===== src/pkg/smbus_host_regs.vh =====
`ifndef SMBUS_HOST_REGS_VH
`define SMBUS_HOST_REGS_VH

// System clock rate in kHz (100 MHz)
`define CLK_KHZ 100000
// Default bus clock rate in kHz; legal range is 10 to 400
`define SCL_KHZ_DEF 100
// Quiet time after power-up before the target answers, in ms
`define PWRUP_MS 15

// Kind of byte being moved on the bus
`define BT_ADDR 2'h0
`define BT_REG 2'h1
`define BT_WDAT 2'h2
`define BT_RDAT 2'h3

// Bit positions inside one nine-clock byte slot
`define BIT_LAST_DATA 4'h7
`define BIT_ACK 4'h8

// Quarter-period phase numbers
`define Q_RELEASE 2'h0
`define Q_SAMPLE 2'h1
`define Q_LOWER 2'h2
`define Q_NEXT 2'h3

`endif


===== src/hw/smbus_host.v =====
`include "smbus_host_regs.vh"

// Behaviour
// - Target select pin held at ground
// - Wait 15 ms after power-up first
// - Start: data falls while clock high
// - Address byte: 7-bit address plus direction
// - Bytes are eight bits, MSB first
// - Host acks read bytes except the last
// - Bus clock between 10 and 400 kHz
// - Block transfers carry no byte count
// - Single write: address, register, data, stop
// - Single read: register, repeated start, read
module smbus_host #(
  parameter [31:0] SCL_KHZ = `SCL_KHZ_DEF,
  parameter [31:0] PWRUP_CYCLES = `PWRUP_MS * `CLK_KHZ,
  parameter DW = 8
) (
  input wire i_sys_clk,
  input wire i_resetn,
  input wire i_cmd_valid,
  output wire o_cmd_ready,
  input wire i_cmd_read,
  input wire i_cmd_use_reg,
  input wire [6:0] i_cmd_addr,
  input wire [7:0] i_cmd_reg,
  input wire [7:0] i_cmd_len,
  input wire i_tx_valid,
  output wire o_tx_ready,
  input wire [7:0] i_tx_data,
  output wire o_rx_valid,
  input wire i_rx_ready,
  output wire [DW-1:0] o_rx_data,
  output wire o_done,
  output wire o_nack,
  input wire i_host_bus_clock_line,
  output wire o_host_bus_clock_line_oe_n,
  input wire i_host_bus_data_line,
  output wire o_host_bus_data_line_oe_n,
  output wire o_target_select_low
);

  ////////////////////////////////////////////////////////////////////////////
  // Constants and states

  // Quarter of a bus clock period, rounded up so the rate never exceeds SCL_KHZ
  localparam [31:0] QTR_CYCLES = (`CLK_KHZ + 4 * SCL_KHZ - 1) / (4 * SCL_KHZ);

  localparam [5:0] S_PWRUP = 6'h01;
  localparam [5:0] S_IDLE = 6'h02;
  localparam [5:0] S_START = 6'h04;
  localparam [5:0] S_BIT = 6'h08;
  localparam [5:0] S_HOLD = 6'h10;
  localparam [5:0] S_STOP = 6'h20;

  ////////////////////////////////////////////////////////////////////////////
  // Registers

  reg [5:0] state_r; // One-hot sequencer state
  reg [1:0] q_r; // Quarter within the current bit
  reg [31:0] cnt_r; // Quarter timer, also the power-up timer
  reg [3:0] bit_r; // Bit within the byte slot, 8 is the ack
  reg [7:0] shift_r; // Outgoing bits leave at the top, incoming enter at the bottom
  reg [1:0] bt_r; // Kind of the current byte
  reg rw_r; // Direction bit carried by the current address byte
  reg rd_op_r; // Command is a read
  reg [6:0] addr_r; // Target address of the command
  reg [7:0] reg_r; // Register pointer to send
  reg [7:0] len_r; // Data bytes still to move
  reg ack_r; // Acknowledge level sampled in the ninth clock
  reg scl_oe_n_r; // Clock line enable, low pulls the line low
  reg sda_oe_n_r; // Data line enable, low pulls the line low
  reg cmd_ready_r;
  reg tx_ready_r;
  reg done_r;
  reg nack_r;
  reg sel_low_r;
  reg scl_m_r; // Synchroniser first stages, read only by the second
  reg sda_m_r;
  reg scl_s_r; // Synchronised line levels
  reg sda_s_r;
  reg v0_r; // Receive buffer: entry 0 faces the consumer
  reg v1_r;
  reg [DW-1:0] d0_r;
  reg [DW-1:0] d1_r;

  ////////////////////////////////////////////////////////////////////////////
  // Derived strobes

  // The timer runs while the clock is driven low or a released clock really reads high, so a
  // stretched clock lengthens the high phase instead of cutting it short
  wire gate = scl_s_r | ~scl_oe_n_r;
  wire tick = gate & (cnt_r == QTR_CYCLES - 32'h1);
  wire end_byte = (state_r == S_BIT) & tick & (q_r == `Q_NEXT) & (bit_r == `BIT_ACK);
  wire push = end_byte & (bt_r == `BT_RDAT);
  wire pop = v0_r & i_rx_ready;
  wire buf_full = v0_r & v1_r;

  ////////////////////////////////////////////////////////////////////////////
  // Line synchronisers: two flops before any logic looks at the pins

  always @(posedge i_sys_clk) begin
    if (!i_resetn) begin
      scl_m_r <= 1'b1;
      sda_m_r <= 1'b1;
      scl_s_r <= 1'b1;
      sda_s_r <= 1'b1;
    end else begin
      scl_m_r <= i_host_bus_clock_line;
      sda_m_r <= i_host_bus_data_line;
      scl_s_r <= scl_m_r;
      sda_s_r <= sda_m_r;
    end
  end

  ////////////////////////////////////////////////////////////////////////////
  // Two-entry receive buffer; a full buffer parks the bus with the clock low

  always @(posedge i_sys_clk) begin
    if (!i_resetn) begin
      v0_r <= 1'b0;
      v1_r <= 1'b0;
      d0_r <= {DW{1'b0}};
      d1_r <= {DW{1'b0}};
    end else if (pop) begin
      // Consumer takes entry 0; entry 1 moves up behind it
      if (v1_r) begin
        d0_r <= d1_r;
        v1_r <= push;
        if (push) begin
          d1_r <= shift_r[DW-1:0];
        end
      end else begin
        v0_r <= push;
        if (push) begin
          d0_r <= shift_r[DW-1:0];
        end
      end
    end else if (push) begin
      if (!v0_r) begin
        v0_r <= 1'b1;
        d0_r <= shift_r[DW-1:0];
      end else begin
        v1_r <= 1'b1;
        d1_r <= shift_r[DW-1:0];
      end
    end
  end

  ////////////////////////////////////////////////////////////////////////////
  // Bus sequencer

  always @(posedge i_sys_clk) begin
    if (!i_resetn) begin
      state_r <= S_PWRUP;
      q_r <= `Q_RELEASE;
      cnt_r <= 32'h0;
      bit_r <= 4'h0;
      shift_r <= 8'hFF;
      bt_r <= `BT_ADDR;
      rw_r <= 1'b0;
      rd_op_r <= 1'b0;
      addr_r <= 7'h00;
      reg_r <= 8'h00;
      len_r <= 8'h00;
      ack_r <= 1'b1;
      scl_oe_n_r <= 1'b1;
      sda_oe_n_r <= 1'b1;
      cmd_ready_r <= 1'b0;
      tx_ready_r <= 1'b0;
      done_r <= 1'b0;
      nack_r <= 1'b0;
      sel_low_r <= 1'b0;
    end else begin
      done_r <= 1'b0;
      nack_r <= 1'b0;
      sel_low_r <= 1'b0;
      // Quarter timer, held while a stretched clock is still low
      if (state_r != S_PWRUP && state_r != S_IDLE && state_r != S_HOLD) begin
        if (tick) begin
          cnt_r <= 32'h0;
          q_r <= q_r + 2'h1;
        end else if (gate) begin
          cnt_r <= cnt_r + 32'h1;
        end
      end
      case (state_r)
        S_PWRUP: begin
          // Target ignores the bus for a while after power-up
          if (cnt_r == PWRUP_CYCLES - 32'h1) begin
            cnt_r <= 32'h0;
            cmd_ready_r <= 1'b1;
            state_r <= S_IDLE;
          end else begin
            cnt_r <= cnt_r + 32'h1;
          end
        end
        S_IDLE: begin
          if (i_cmd_valid && cmd_ready_r) begin
            cmd_ready_r <= 1'b0;
            rd_op_r <= i_cmd_read;
            addr_r <= i_cmd_addr;
            reg_r <= i_cmd_reg;
            // A read always moves at least one byte
            len_r <= (i_cmd_read && i_cmd_len == 8'h00) ? 8'h01 : i_cmd_len;
            // Receive Byte skips the pointer and reads at once
            rw_r <= i_cmd_read & ~i_cmd_use_reg;
            shift_r <= {i_cmd_addr, i_cmd_read & ~i_cmd_use_reg};
            bt_r <= `BT_ADDR;
            sda_oe_n_r <= 1'b1;
            q_r <= `Q_RELEASE;
            cnt_r <= 32'h0;
            state_r <= S_START;
          end
        end
        S_START: begin
          // Also serves as repeated start: data released first, then clock
          if (tick) begin
            case (q_r)
              `Q_RELEASE: scl_oe_n_r <= 1'b1;
              `Q_SAMPLE: sda_oe_n_r <= 1'b0;
              `Q_LOWER: scl_oe_n_r <= 1'b0;
              default: begin
                bit_r <= 4'h0;
                sda_oe_n_r <= shift_r[7];
                state_r <= S_BIT;
              end
            endcase
          end
        end
        S_BIT: begin
          if (tick) begin
            case (q_r)
              `Q_RELEASE: scl_oe_n_r <= 1'b1;
              `Q_SAMPLE: begin
                if (bit_r == `BIT_ACK) begin
                  ack_r <= sda_s_r;
                end else begin
                  shift_r <= {shift_r[6:0], sda_s_r};
                end
              end
              `Q_LOWER: scl_oe_n_r <= 1'b0;
              default: begin
                if (bit_r == `BIT_LAST_DATA) begin
                  bit_r <= `BIT_ACK;
                  // Host acks every read byte but the last one
                  if (bt_r == `BT_RDAT) begin
                    sda_oe_n_r <= (len_r == 8'h01);
                  end else begin
                    sda_oe_n_r <= 1'b1;
                  end
                end else if (bit_r != `BIT_ACK) begin
                  bit_r <= bit_r + 4'h1;
                  sda_oe_n_r <= shift_r[7];
                end else if (bt_r != `BT_RDAT && ack_r) begin
                  // No acknowledge: wrong address or refused byte, give up
                  nack_r <= 1'b1;
                  sda_oe_n_r <= 1'b0;
                  state_r <= S_STOP;
                end else begin
                  case (bt_r)
                    `BT_ADDR: begin
                      if (rw_r) begin
                        bt_r <= `BT_RDAT;
                        state_r <= S_HOLD;
                      end else begin
                        bt_r <= `BT_REG;
                        bit_r <= 4'h0;
                        shift_r <= reg_r;
                        sda_oe_n_r <= reg_r[7];
                      end
                    end
                    `BT_REG: begin
                      if (rd_op_r) begin
                        // Repeated start, then the address with the read bit
                        bt_r <= `BT_ADDR;
                        rw_r <= 1'b1;
                        shift_r <= {addr_r, 1'b1};
                        sda_oe_n_r <= 1'b1;
                        state_r <= S_START;
                      end else if (len_r == 8'h00) begin
                        sda_oe_n_r <= 1'b0;
                        state_r <= S_STOP;
                      end else begin
                        bt_r <= `BT_WDAT;
                        tx_ready_r <= 1'b1;
                        state_r <= S_HOLD;
                      end
                    end
                    default: begin
                      // Data byte done; no count byte is ever sent
                      len_r <= len_r - 8'h01;
                      if (len_r == 8'h01) begin
                        sda_oe_n_r <= 1'b0;
                        state_r <= S_STOP;
                      end else begin
                        tx_ready_r <= (bt_r == `BT_WDAT);
                        state_r <= S_HOLD;
                      end
                    end
                  endcase
                end
              end
            endcase
          end
        end
        S_HOLD: begin
          // Clock parked low until data to send or room to receive
          if (bt_r == `BT_WDAT) begin
            if (i_tx_valid && tx_ready_r) begin
              tx_ready_r <= 1'b0;
              shift_r <= i_tx_data;
              sda_oe_n_r <= i_tx_data[7];
              bit_r <= 4'h0;
              q_r <= `Q_RELEASE;
              cnt_r <= 32'h0;
              state_r <= S_BIT;
            end
          end else if (!buf_full) begin
            shift_r <= 8'hFF;
            sda_oe_n_r <= 1'b1;
            bit_r <= 4'h0;
            q_r <= `Q_RELEASE;
            cnt_r <= 32'h0;
            state_r <= S_BIT;
          end
        end
        S_STOP: begin
          // Data low, clock up, then data up, then two quarters of bus free time
          if (tick) begin
            case (q_r)
              `Q_RELEASE: scl_oe_n_r <= 1'b1;
              `Q_SAMPLE: sda_oe_n_r <= 1'b1;
              `Q_LOWER: sda_oe_n_r <= 1'b1;
              default: begin
                done_r <= 1'b1;
                cmd_ready_r <= 1'b1;
                state_r <= S_IDLE;
              end
            endcase
          end
        end
        default: begin
          scl_oe_n_r <= 1'b1;
          sda_oe_n_r <= 1'b1;
          state_r <= S_IDLE;
          cmd_ready_r <= 1'b1;
        end
      endcase
    end
  end

  ////////////////////////////////////////////////////////////////////////////
  // Outputs, all straight from flops

  assign o_cmd_ready = cmd_ready_r;
  assign o_tx_ready = tx_ready_r;
  assign o_rx_valid = v0_r;
  assign o_rx_data = d0_r;
  assign o_done = done_r;
  assign o_nack = nack_r;
  assign o_host_bus_clock_line_oe_n = scl_oe_n_r;
  assign o_host_bus_data_line_oe_n = sda_oe_n_r;
  assign o_target_select_low = sel_low_r;

endmodule


===== config.mk =====
export PLATFORM = sky130hd
export DESIGN_NAME = smbus_host
export DESIGN_NICKNAME = d
export VERILOG_FILES = /design/src/hw/smbus_host.v
export VERILOG_INCLUDE_DIRS = /design/src /design/src/pkg
export SDC_FILE = /design/constraint.sdc
export NUM_CORES = 1
export LEC_CHECK = 0
export ABC_AREA = 1
export ABC_CLOCK_PERIOD_IN_PS = 2900
export BUFFER_PORTS_ARGS = -buffer_cell sky130_fd_sc_hd__buf_2
export CORE_MARGIN = 1.5
export CORE_UTILIZATION = 35
export CTS_BUF_LIST = sky130_fd_sc_hd__clkbuf_2
export CTS_CLUSTER_SIZE = 16
export DETAILED_ROUTE_END_ITERATION = 16
export SKIP_LAST_GASP = 1
export SLEW_MARGIN = 20
export SYNTH_ARGS = -nofsm -noshare
export SYNTH_HDL_FRONTEND = slang
export SYNTH_SLANG_ARGS = --single-unit

===== constraint.sdc =====
create_clock -name i_sys_clk -period 2.9 [get_ports i_sys_clk]
set_input_delay 0.435 -clock i_sys_clk [delete_from_list [all_inputs] [get_ports i_sys_clk]]
set_output_delay 0.435 -clock i_sys_clk [all_outputs]
set_load 0.005 [all_outputs]

Yosys cells after proc, flatten, opt, wreduce, memory -nomap -nowiden
Index checks and enable logic that the tools add are counted.
{ "word_totals": {"regBits": 108, "input_bits": 40, "output_inout_bits": 16, "elab_cells": 310} }
{ "classes": {"add_sub_neg": 4, "n_eq_ne": 69, "muxes": 152, "bitwise_logic": 17, "reduce_logical": 42} }
{ "ops": {"columns": ["op", "count"], "rows": [
  ["$mux 32", 8],
  ["$mux 8", 28],
  ["$mux 6", 18],
  ["$pmux 32 s3", 1],
  ["$mux 1", 51],
  ["$mux 4", 12],
  ["$pmux 8 s2", 3],
  ["$ne 2x2->1 const B", 23],
  ["$reduce_and 13->1", 3],
  ["$pmux 6 s6", 1],
  ["$add 32x1->32 const B", 1],
  ["$eq 32x21->1 const B", 1],
  ["$eq 32x8->1 const B", 1],
  ["$mux 2", 15],
  ["$ne 4x4->1 const B", 6],
  ["$pmux 8 s3", 1],
  ["$reduce_and 9->1", 2],
  ["$logic_not 8->1", 2],
  ["$ne 3x3->1 const B", 5],
  ["$ne 3x2->1 const B", 4],
  ["$pmux 1 s2", 6],
  ["$pmux 2 s2", 3],
  ["$pmux 4 s3", 1],
  ["$pmux 6 s2", 1],
  ["other kinds (44)", 87]
]} }

Logic depth before layout (Yosys ltp)
Gate-level depths: netlist of the first run.
{ "depth": {"word_depth": 10, "mapped_depth": 14, "depth_no_buf": 13} }

Worst setup path before layout of the first run
OpenSTA, ideal clock, no wires.
{ "synth_path": {"kind": "register -> register", "from": "reg bt_r[0]", "to": "reg len_r[4]", "setup_ps": 113, "arrival_time_ps": 1571, "slack_ps": 1217, "path_stages_with_launch": 11, "path_buffers": 1, "path_cell_list": "dfxtp_1 ha_1 nor2_1 inv_1 a21oi_1 nor2_4 nand4_4 buf_6 nand2_1 nand2_1 nor2_1"} }
{ "synth_between": {"elab_chain_cells": 4, "word_cells_on_any_way": 8} }
{ "synth_lines": {"columns": ["item", "line_no", "rtl"], "rows": [
  ["start: declaration", "smbus_host.v:64", "reg [1:0] bt_r;"],
  ["start signal: assignment", "smbus_host.v:160", "bt_r <= `BT_ADDR;"],
  ["start signal: assignment", "smbus_host.v:209", "bt_r <= `BT_ADDR;"],
  ["start signal: assignment", "smbus_host.v:264", "bt_r <= `BT_RDAT;"],
  ["$eq 2x1->1 (tied with other cells)", "smbus_host.v:261", "case (bt_r)"],
  ["$reduce_or 2->1 (no line) or $logic_and 1x1->1 (tied branches)", null, null],
  ["$ne 2x2->1 (no line)", null, null],
  ["$reduce_and 8->1 (no line) *", null, null],
  ["end signal: assignment", "smbus_host.v:205", "len_r <= (i_cmd_read && i_cmd_len == 8'h00) ? 8'h01 : i_cmd_len;"],
  ["end signal: assignment", "smbus_host.v:292", "len_r <= len_r - 8'h01;"],
  ["end: declaration", "smbus_host.v:69", "reg [7:0] len_r;"]
]} }
Every way passes the cells marked *; elsewhere a longest branch is shown, timed or not.
A chain may end at the register's enable or synchronous reset.

Worst setup path after layout of the first run
{ "layout_path": {"from": "reg state_r[0]", "to": "reg cnt_r[10]"} }
{ "layout_between": {"elab_chain_cells": 7, "word_cells_on_any_way": 14} }
{ "layout_lines": {"columns": ["item", "line_no", "rtl"], "rows": [
  ["start: declaration", "smbus_host.v:59", "reg [5:0] state_r;"],
  ["start signal: assignment", "smbus_host.v:155", "state_r <= S_PWRUP;"],
  ["start signal: assignment", "smbus_host.v:193", "state_r <= S_IDLE;"],
  ["start signal: assignment", "smbus_host.v:213", "state_r <= S_START;"],
  ["$ne 6x1->1 or $ne 6x2->1 (tied branches)", "smbus_host.v:179", "if (state_r != S_PWRUP && state_r != S_IDLE && state_r != S_HOLD) begin"],
  ["$logic_and 1x1->1 (2 in a row)", "smbus_host.v:179", null],
  ["$mux 32", "smbus_host.v:179", null],
  ["$mux 32, on equally long branches", "smbus_host.v:319, smbus_host.v:310", null],
  ["$mux 32", "smbus_host.v:309", "if (bt_r == `BT_WDAT) begin"],
  ["$pmux 32 s3 *", "smbus_host.v:187", "case (state_r)"],
  ["end signal: assignment", "smbus_host.v:184", "cnt_r <= cnt_r + 32'h1;"],
  ["end signal: assignment", "smbus_host.v:195", "cnt_r <= cnt_r + 32'h1;"],
  ["end: declaration", "smbus_host.v:61", "reg [31:0] cnt_r;"]
]} }
Marks and branches as above.

==> results of run 1 <==
## cell families (layout without fill, tap and decap cells)
family	Yosys count	after routing	synth area share
AOI/OAI and AO/OA	155	155	0.114
xor gates and xnor gates	25	25	0.0297
adders and majority gates	15	15	0.0254
buffers and inverters	164	220	0.0932
DFF	108	108	0.293
other	1	1	0.000508
and+or+nand+nor	737	737	0.444
## worst register-to-register path, stage by stage (launching register included)
cell,delay [ns]
dfxtp_1,0.43
nor2_4,0.27
nand2_1,0.10
nor2_2,0.35
nand2_1,0.18
nand3_1,0.12
buf_4,0.23
nor2_1,0.16
o21ai_0,0.18
nand2_1,0.07
a21oi_1,0.11
## area by class of cell
class	count	area (µm²)	share of cell area
clock buffer	9	45.0	0.00551
multi-input combinational	933	4540	0.555
sequential	108	2160	0.264
inverter	120	450	0.0551
clock inverter	7	103	0.0125
tap	270	338	0.0413
timing repair buffer	84	543	0.0664
## cell usage after synthesis (all sizes together), types with 3 or more instances
cell / number / area, µm²
nand2: 355 / 1380
nor3: 16 / 80.1
nor2: 223 / 972
ha: 15 / 188
a31oi: 3 / 18.8
or2: 13 / 81.3
inv: 116 / 435
xnor2: 4 / 35.0
clkbuf: 25 / 95.1
o21ai: 83 / 430
nand4: 25 / 184
o211ai: 9 / 67.6
buf: 19 / 143
a21oi: 55 / 275
dfxtp: 108 / 2160
nand3: 97 / 531
xor2: 21 / 184
clkinv: 4 / 15.0
## metal layers
metal / vias to the layer above / routed length [µm] / global-route usage
li1: 3955 / - / -
met1: 3382 / 9690 / 0.258
met2: 176 / 10000 / 0.339
met3: 23 / 899 / 0.0248
met4: 0 / 275 / 0.0545
met5: - / 0 / 0
## sequential cells by signal, summed over array words and instances, names as in the netlist, 2 cells and up
name / count
bit_r: 4
len_r: 8
cnt_r: 32
shift_r: 8
q_r: 2
addr_r: 7
reg_r: 8
state_r: 6
d1_r: 8
o_rx_data: 8
bt_r: 2
## power by group through the flow
stage | Combinational, µW | Clock (µW) | Sequential [µW]
after floorplan | 62.1 | 0 | 1530
after global placement | 114 | 0 | 1530
after detailed placement | 113 | 0 | 1530
after CTS | 133 | 890 | 1510
after global routing | 149 | 945 | 1510
final | 132 | 863 | 1510
## final timing paths
kind                             endpoint  cells past startpoint
worst max-delay path            cnt_r[10]                     10
worst min-delay path                 rw_r                      4
worst max register to register  cnt_r[10]                     10
worst min register to register    scl_s_r                      1
## metrics by stage
step	hold WS (ns)	power, µW	worst slack (ns)	instance area, µm²
2_1_floorplan	0.393	1590	1.22	7380
3_3_place_gp	0.395	1640	0.701	7840
3_5_place_dp	0.401	1640	0.708	7840
4_1_cts	0.0187	2530	0.625	8180
5_1_grt	0.0479	2600	0.376	8180
6_report	0.0638	2500	0.610	8180
==> flow_summary_export.csv, run 1 <==
group,metric,value,unit
routing,wl_per_cell,13.7,µm
critical_path,crit_fanout,11,
critical_path,path_cells,"nor2_4 > nand2_1 > nor2_2 > nand2_1 > nand3_1 > buf_4 > nor2_1 > o21ai_0 > nand2_1 > a21oi_1",
synth,postSynthAreaPerCell,6.13,µm²
floorplanning,rows,52,
critical_path,reg2reg_slack,0.61,ns
synth,async_reset_ff_frac,0,
place,gp_congestion,0.939,
clocking,postCtsHoldBufs,19,
layout,final_cells,1531,
global_route,overflow,0,
synth,seq_area_frac_synth,0.293,
routing,firstDrtPassIters,5,
power,p_int,1800,µW
clocking,cts_resized,0,
global_route,grt.total_usage,0.197,
clocking,clock_latency,0.69,ns
critical_path,end_kind,"flop",
critical_path,worst-path-buf-inv,1,
critical_path,max_stage_delay,0.43,ns
sta,rsz0062_at_grt,"false",
critical_path,setup.worst_path.start_class,"flop",
synth,syn_nets,1260,
critical_path,r2r_start,"state_r[0]",
synth,yosysWarnings,0,
critical_path,path_common_cell,"nand2_1",
global_route,grt_antenna_before_repair,0,
sta,drv_slew,0,
global_route,grt_pass1_wl,34.8,mm
floorplanning,die_y,148,µm
clocking,path_clk_slew,0.36,ns
power,cellPowerDensity,306,nW/µm²
place,dp_hpwl,15.6,mm
sta,setup_tns,0,ns
synth,synthCells,1205,
clocking,clk_path_buf_depth,2,
sta,setup_viol,0,
sta,finalHoldViolations,0,
sta,period_minus_slack,2.29,ns
hold_path,min-delay-start,"i_cmd_use_reg",
power,ir_drop,0.204,mV
critical_path,cpMaxStageDelayCell,"dfxtp_1",
global_route,grt_pass1_vias,7009,
routing,drtIter0Drc,423,
critical_path,path_delay_family,"simple AND/OR/NAND/NOR gates",
place,port_buffers,54,
critical_path,criticalPathCategory,"flop to flop",
power,pwr-share-comb,0.053,
synth,synth_area,7380,µm²
clocking,cts_tree,"done",
routing,vias_per_cell,4.92,
floorplanning,core_region_area,20500,µm²
critical_path,worstPathRequired,3.51,ns
power,seqPwrFrac,0.602,
routing,finalWirelength,20.9,mm
sta,finalClockSkew,0.0440,ns
sta,worst_slew_pin_slew,0.722,ns
power,p_leak,0.00367,µW
layout,final_net_count,1311,
sta,maxSlewHeadroom,0.516,
synth,synth_cell_types,47,
layout,n_antenna_cell,0,
floorplanning,ios,56,
clocking,cts.sinks,108,
power,swShare,0.281,
job,cap_violations,0,
sta,period_share,0.790,
place,placed_cells,1496,
layout,fin_util,0.399,
synth,synth_edf_count,0,
clocking,cts_setup_buffers,0,
layout,drive_gt1_frac,0.110,
routing,via_count,7536,
critical_path,cp.arrival,2.90,ns
synth,synth_top_flop_cell,"dfxtp_1",
layout,area_growth,10.7,%
global_route,grt_max_degree,56,
power,p_switching,703,µW
hold_path,min_path_type,"input pin to flop",
clocking,ctsRootBufferMaster,"clkbuf_2",
sta,fmax,0.437,GHz
synth,yosys_register_bits,108,
layout,fillers,2242,
clocking,htreeDepth,3,
floorplanning,die_w,148,µm
critical_path,crit_path_start,"state_r[0]",
layout,most-common-layout-cells,"nand2_1, nor2_1, inv_1",
power,clock_power_share,0.345,
floorplanning,initial_utilization,0.360,
floorplanning,dieArea,22000,µm²
routing,remaining_drc_errors,0,
run_status,status,"completed",
layout,final_common_cell,"nand2_1",
clocking,cts_made_buffers,9,
routing,drt.antenna.violating_nets,0,
(Power assumes the default switching activity.)
==> inputs of run 2 (changes only) <==
Settings changed: ABC_AREA 1 to 0, ABC_CLOCK_PERIOD_IN_PS 2900 to 2200.
Clock period 2.9 ns to 2.2 ns, I/O delays scaled along.
==> run 2 against run 1 <==
The flow now finishes with violations (negative setup slack). Worst setup slack got worse by 0.76 ns. Register-to-register slack got worse by 0.76 ns. Final cell count down 22%. Largest power group is now combinational logic. Synthesized area shrank 17%. First-iteration DRC count is 2.1% lower. Critical path depth is 1 lower. Sequential cell count unchanged. Clock-buffer cell count is the same. Design area is 8.6% higher. Global-route usage increased by 1.5 points. Sequential share of layout area fell by 1.8 points. Clock power increased by 22%.
==> flow_summary_export.csv, run 2 <==
group,metric,value,unit
layout,fillers,1584,
sta,setup_slack,-0.146,ns
sta,timing.hold.ws,0.0699,ns
global_route,grt_pass1_wl,30.9,mm
synth,synthCells,757,
layout,area_growth,44.3,%
floorplanning,initial_utilization,0.357,
sta,finalHoldViolations,0,
routing,wl_per_cell,16.5,µm
sta,period_minus_slack,2.35,ns
sta,fmax,0.426,GHz
synth,synth-compound-area-share,0.251,
run_status,violations,"negative setup slack",
synth,syn_nets,812,
routing,via_count,6523,
floorplanning,die_y,136,µm
routing,drtIter0Drc,414,
synth,synth_top_family_by_area,"simple AND/OR/NAND/NOR gates",
critical_path,cpMaxStageDelayCell,"dfxtp_4",
critical_path,path_cells,"ha_4 > nand4_1 > or4_4 > and2_4 > o31a_4 > buf_6 > buf_8 > a21o_1 > a22o_1",
critical_path,crit_fanout,8,
synth,synth_top_cell_area_share,0.351,
critical_path,worst-path-buf-inv,2,
routing,vias_per_cell,5.46,
critical_path,criticalPathCategory,"flop to flop",
critical_path,end_kind,"flop",
clocking,cts_tree,"done",
synth,yosys_register_bits,108,
power,cellPowerDensity,639,nW/µm²
synth,synth_common_cells,"dfxtp_1, nand2_1, a21oi_1, nor2_1, clkbuf_1",
sta,setup_viol,39,
clocking,htreeDepth,3,
layout,regMostFlops,"cnt_r",
layout,final_net_count,1019,
critical_path,path_delay_family,"simple AND/OR/NAND/NOR gates",
synth,async_reset_ff_frac,0,
routing,firstDrtPassIters,5,
sta,period_share,1.07,
sta,drv_slew,0,
place,gp_congestion,0.880,
clocking,cts.sinks,108,
global_route,grt_max_degree,32,
global_route,grt.total_usage,0.211,
layout,final_cell_area,8880,µm²
synth,postSynthAreaPerCell,8.13,µm²
global_route,grt_pass1_vias,6038,
synth,synthXorXnorAreaFrac,0.00569,
synth,synth_edf_count,0,
synth,synth_top_cell_by_area,"dfxtp_1",
synth,ys_top_cells_by_area,"dfxtp_1, nand2_1, a21oi_1",
run_status,status,"finished with violations",
layout,largest_register_ffs,32,
synth,seq_area_frac_synth,0.351,
floorplanning,ios,56,
clocking,clock_latency,0.68,ns
layout,final_common_cell,"buf_4",
synth,synth_cell_types,84,
routing,finalWirelength,19.7,mm
synth,synth.most_common_cell,"dfxtp_1",
sta,finalClockSkew,0.0485,ns
floorplanning,die_w,136,µm
layout,most-common-layout-cells,"buf_4, dfxtp_1, nand2_1",
synth,synth_area,6150,µm²
sta,worst_slew_pin_slew,0.502,ns
critical_path,worstPathRequired,2.81,ns
critical_path,max_stage_delay,0.47,ns
power,p_leak,0.00359,µW
power,ir_drop,0.390,mV
synth,synth_simple_gate_area_frac,0.263,
critical_path,setup.worst_path.start_class,"flop",
clocking,ctsRootBufferMaster,"clkbuf_2",
global_route,overflow,0,
layout,drive_gt1_frac,0.362,
sta,rsz0062_at_grt,"true",
floorplanning,dieArea,18400,µm²
synth,synth_top_flop_cell,"dfxtp_1",
routing,drt.antenna.violating_nets,0,
place,place_area,7620,µm²
layout,n_antenna_cell,0,
synth,muxShareOfSynthArea,0.0490,
layout,final_cells,1194,
synth,synth_fa_ha_area_frac,0.0305,
clocking,cts_made_buffers,9,
floorplanning,core_region_area,17200,µm²
global_route,grt_antenna_before_repair,0,
routing,remaining_drc_errors,0,
sta,maxSlewHeadroom,0.662,
place,dp_hpwl,13.4,mm
hold_path,min_path_type,"input pin to flop",
critical_path,cp.arrival,2.96,ns
place,placed_cells,1118,
place,port_buffers,54,
floorplanning,rows,48,
clocking,path_clk_slew,0.34,ns
synth,yosysWarnings,0,
job,cap_violations,0,
clocking,clk_path_buf_depth,2,
[run 2: cell count changes after synthesis, sizes merged, moves of 19 or more]
cell and change:
inv -88, mux2i +29, xor2 -19, nand2 -268, nand3 -76, nor2 -161, o21ai -54
[run 2: timing repair]
action / in CTS / in global routing
buffers inserted: 11 / 19
hold endpoints to repair: 28 / 0
pin swaps: 15 / 29
hold buffers: 27 / 0
setup endpoints to repair: 54 / 79
gates cloned: 2 / 4
resized for setup: 35 / 97
[run 2: per-stage QoR]
| step | setup slack (ns) | TNS, ns | total power, µW | util |
|---|---|---|---|---|
| after floorplan | -0.00937 | -0.0806 | 3220 | - |
| after global placement | -0.119 | -1.06 | 4000 | 0.442 |
| after detailed placement | -0.172 | -1.89 | 4030 | 0.442 |
| after CTS | -0.115 | -1.44 | 5270 | 0.482 |
| after global routing | -0.211 | -7.02 | 6000 | 0.515 |
| final | -0.146 | -1.70 | 5670 | 0.515 |
[run 2: cells by family after synthesis]
group                      count (synthesis)
and+or+nand+nor                          303
adders and majority gates                 15
xor gates and xnor gates                   4
AOI/OAI and AO/OA                        223
other                                      1
DFF                                      108
muxes                                     30
buffers and inverters                     73
[run 2: per-layer routing]
metal  up-vias  track usage  share of wire
met3        31       0.0397          0.047
met1      3065        0.288           0.46
met2       191        0.338           0.47
met4         0       0.0639          0.021
met5         -            0              0
li1       3236            -              -
[run 2: cell type report]
| cell class | count | area (µm²) | share of cell area |
|---|---|---|---|
| Tap cell | 225 | 282 | 0.0317 |
| Clock inverter | 7 | 96.3 | 0.0108 |
| Inverter | 28 | 108 | 0.0121 |
| Multi-Input combinational cell | 577 | 4240 | 0.478 |
| Timing Repair Buffer | 240 | 1920 | 0.216 |
| Clock buffer | 9 | 45.0 | 0.00507 |
| Sequential cell | 108 | 2190 | 0.246 |
[run 2: worst paths after layout]
kind	start	to	slack [ns]	cells past startpoint
setup / recovery	cnt_r[0]	cnt_r[23]	-0.15	9
setup reg to reg	cnt_r[0]	cnt_r[23]	-0.15	9
hold reg to reg	sda_m_r	sda_s_r	0.45	1
hold / removal	i_cmd_len[2]	len_r[2]	0.07	4
[run 2: report_power, final]
part           total [µW]  internal (µW)  leakage (µW)  switching (µW)
combinational        2440           1250       0.00263            1190
sequential           2180           2070      0.000880             110
clock                1050            222     0.0000820             833
total                5670           3540       0.00359            2140
[run 2: worst register-to-register path: stages (launching register included)]
cell	delay [ns]
dfxtp_4	0.47
ha_4	0.13
nand4_1	0.13
or4_4	0.46
and2_4	0.19
o31a_4	0.34
buf_6	0.14
buf_8	0.13
a21o_1	0.16
a22o_1	0.17
==> inputs of run 3 (changes only) <==
Settings changed: CTS_BUF_LIST sky130_fd_sc_hd__clkbuf_2 to unset.
==> run 3 against run 2 <==
The flow still finishes with violations (negative setup slack). Sequential share of layout area grew 0.58 points. Clock power up 66%. First-iteration DRC count shrank 6.3%.
==> flow_summary_export.csv, run 3 (same netlist as run 2, synthesis figures left out) <==
group,metric,value,unit
sta,period_share,1.07,
sta,setup_slack,-0.148,ns
routing,wl_per_cell,16.5,µm
critical_path,max_stage_delay,0.47,ns
place,pre_cts_ws,-0.172,ns
layout,register_area,2180,µm²
place,gp_congestion,0.880,
sta,fmax,0.426,GHz
critical_path,cp.arrival,2.60,ns
floorplanning,dieArea,18400,µm²
floorplanning,ios,56,
run_status,status,"finished with violations",
global_route,overflow,0,
sta,rsz0062_at_grt,"true",
routing,via_count,6368,
layout,drive_gt1_frac,0.357,
clocking,htreeDepth,3,
global_route,grt_antenna_before_repair,0,
global_route,grt_max_degree,32,
layout,n_antenna_cell,0,
sta,setup_viol,43,
layout,regMostFlops,"cnt_r",
layout,multi_input_area,4250,µm²
critical_path,worst-path-buf-inv,1,
floorplanning,core_region_area,17200,µm²
floorplanning,die_y,136,µm
sta,period_minus_slack,2.35,ns
place,dp_hpwl,13.4,mm
layout,area_growth,40.6,%
hold_path,min_path_type,"input pin to flop",
global_route,grt_pass1_vias,5921,
critical_path,cpMaxStageDelayCell,"or4_4",
sta,finalClockSkew,0.0131,ns
run_status,violations,"negative setup slack",
power,cellPowerDensity,718,nW/µm²
power,ir_drop,0.430,mV
layout,final_net_count,981,
critical_path,crit_fanout,12,
global_route,grt_pass1_wl,30.5,mm
critical_path,path_cells,"ha_4 > nand4_1 > or4_4 > and2_4 > o31a_1 > buf_12 > and3_1 > a221o_1",
power,p_leak,0.00348,µW
clocking,cts_tree,"done",
routing,vias_per_cell,5.51,
floorplanning,die_w,136,µm
global_route,grt.total_usage,0.208,
critical_path,criticalPathCategory,"flop to flop",
sta,drv_slew,0,
place,port_buffers,54,
clocking,cts.sinks,108,
critical_path,end_kind,"flop",
job,cap_violations,0,
layout,fillers,1599,
sta,finalHoldViolations,0,
critical_path,worstPathRequired,2.45,ns
critical_path,setup.worst_path.start_class,"flop",
routing,drtIter0Drc,388,
clocking,ctsRootBufferMaster,"clkbuf_16",
clocking,cts_made_buffers,9,
floorplanning,initial_utilization,0.357,
routing,remaining_drc_errors,0,
clocking,clock_latency,0.37,ns
routing,finalWirelength,19.1,mm
clocking,path_clk_slew,0.08,ns
routing,firstDrtPassIters,7,
layout,final_common_cell,"buf_4",
layout,most-common-layout-cells,"buf_4, dfxtp_1, nand2_1",
clocking,clk_path_buf_depth,2,
layout,largest_register_ffs,32,
routing,drt.antenna.violating_nets,0,
critical_path,path_delay_family,"simple AND/OR/NAND/NOR gates",
floorplanning,rows,48,
sta,timing.hold.ws,0.150,ns
## run 3: final cells by class
type / instances / share of cell area
inverter: 28 / 0.0124
timing repair buffer: 202 / 0.175
sequential: 108 / 0.252
multi-input combinational: 577 / 0.491
clock inverter: 7 / 0.0111
tap: 225 / 0.0325
clock buffer: 9 / 0.0260
## run 3: worst paths after layout
check / startpoint / end / slack, ns / cells after the start
setup / recovery: cnt_r[0] / cnt_r[15] / -0.15 / 8
hold / removal: i_host_bus_data_line / sda_m_r / 0.15 / 2
setup reg to reg: cnt_r[0] / cnt_r[15] / -0.15 / 8
hold reg to reg: sda_m_r / sda_s_r / 0.42 / 1
## run 3: report_power, final
group          leakage [µW]  internal, µW  switching (µW)
logic               0.00244          1130            1180
registers          0.000878          2050             111
clock network      0.000156           835             901
total               0.00348          4020            2190
## run 3: routing by layer
layer  up-vias  routed length, µm  track usage
met2       155               9170        0.328
met1      3035               8860        0.285
met3        27                693       0.0419
li1       3151                  -            -
met5         -                  0            0
met4         0                372       0.0675
## run 3: repair_timing
| action | CTS | global route |
|---|---|---|
| pin swaps | 8 | 28 |
| endpoints found under the setup margin | 47 | 82 |
| gates resized for setup | 34 | 87 |
| hold buffers | 0 | 0 |
| cloned | 2 | 2 |
| buffers inserted | 9 | 11 |
## run 3: per-stage QoR
step           setup TNS, ns  total power (µW)  cells  utilization  instance area, µm²
2_1_floorplan        -0.0806              3220    757            -                6260
3_3_place_gp           -1.06              4000   1118        0.442                7620
3_5_place_dp           -1.89              4030   1118        0.442                7620
4_1_cts                -1.61              5930   1145        0.476                8200
5_1_grt                -7.25              6540   1156        0.502                8650
6_report               -2.36              6210   1156        0.502                8650
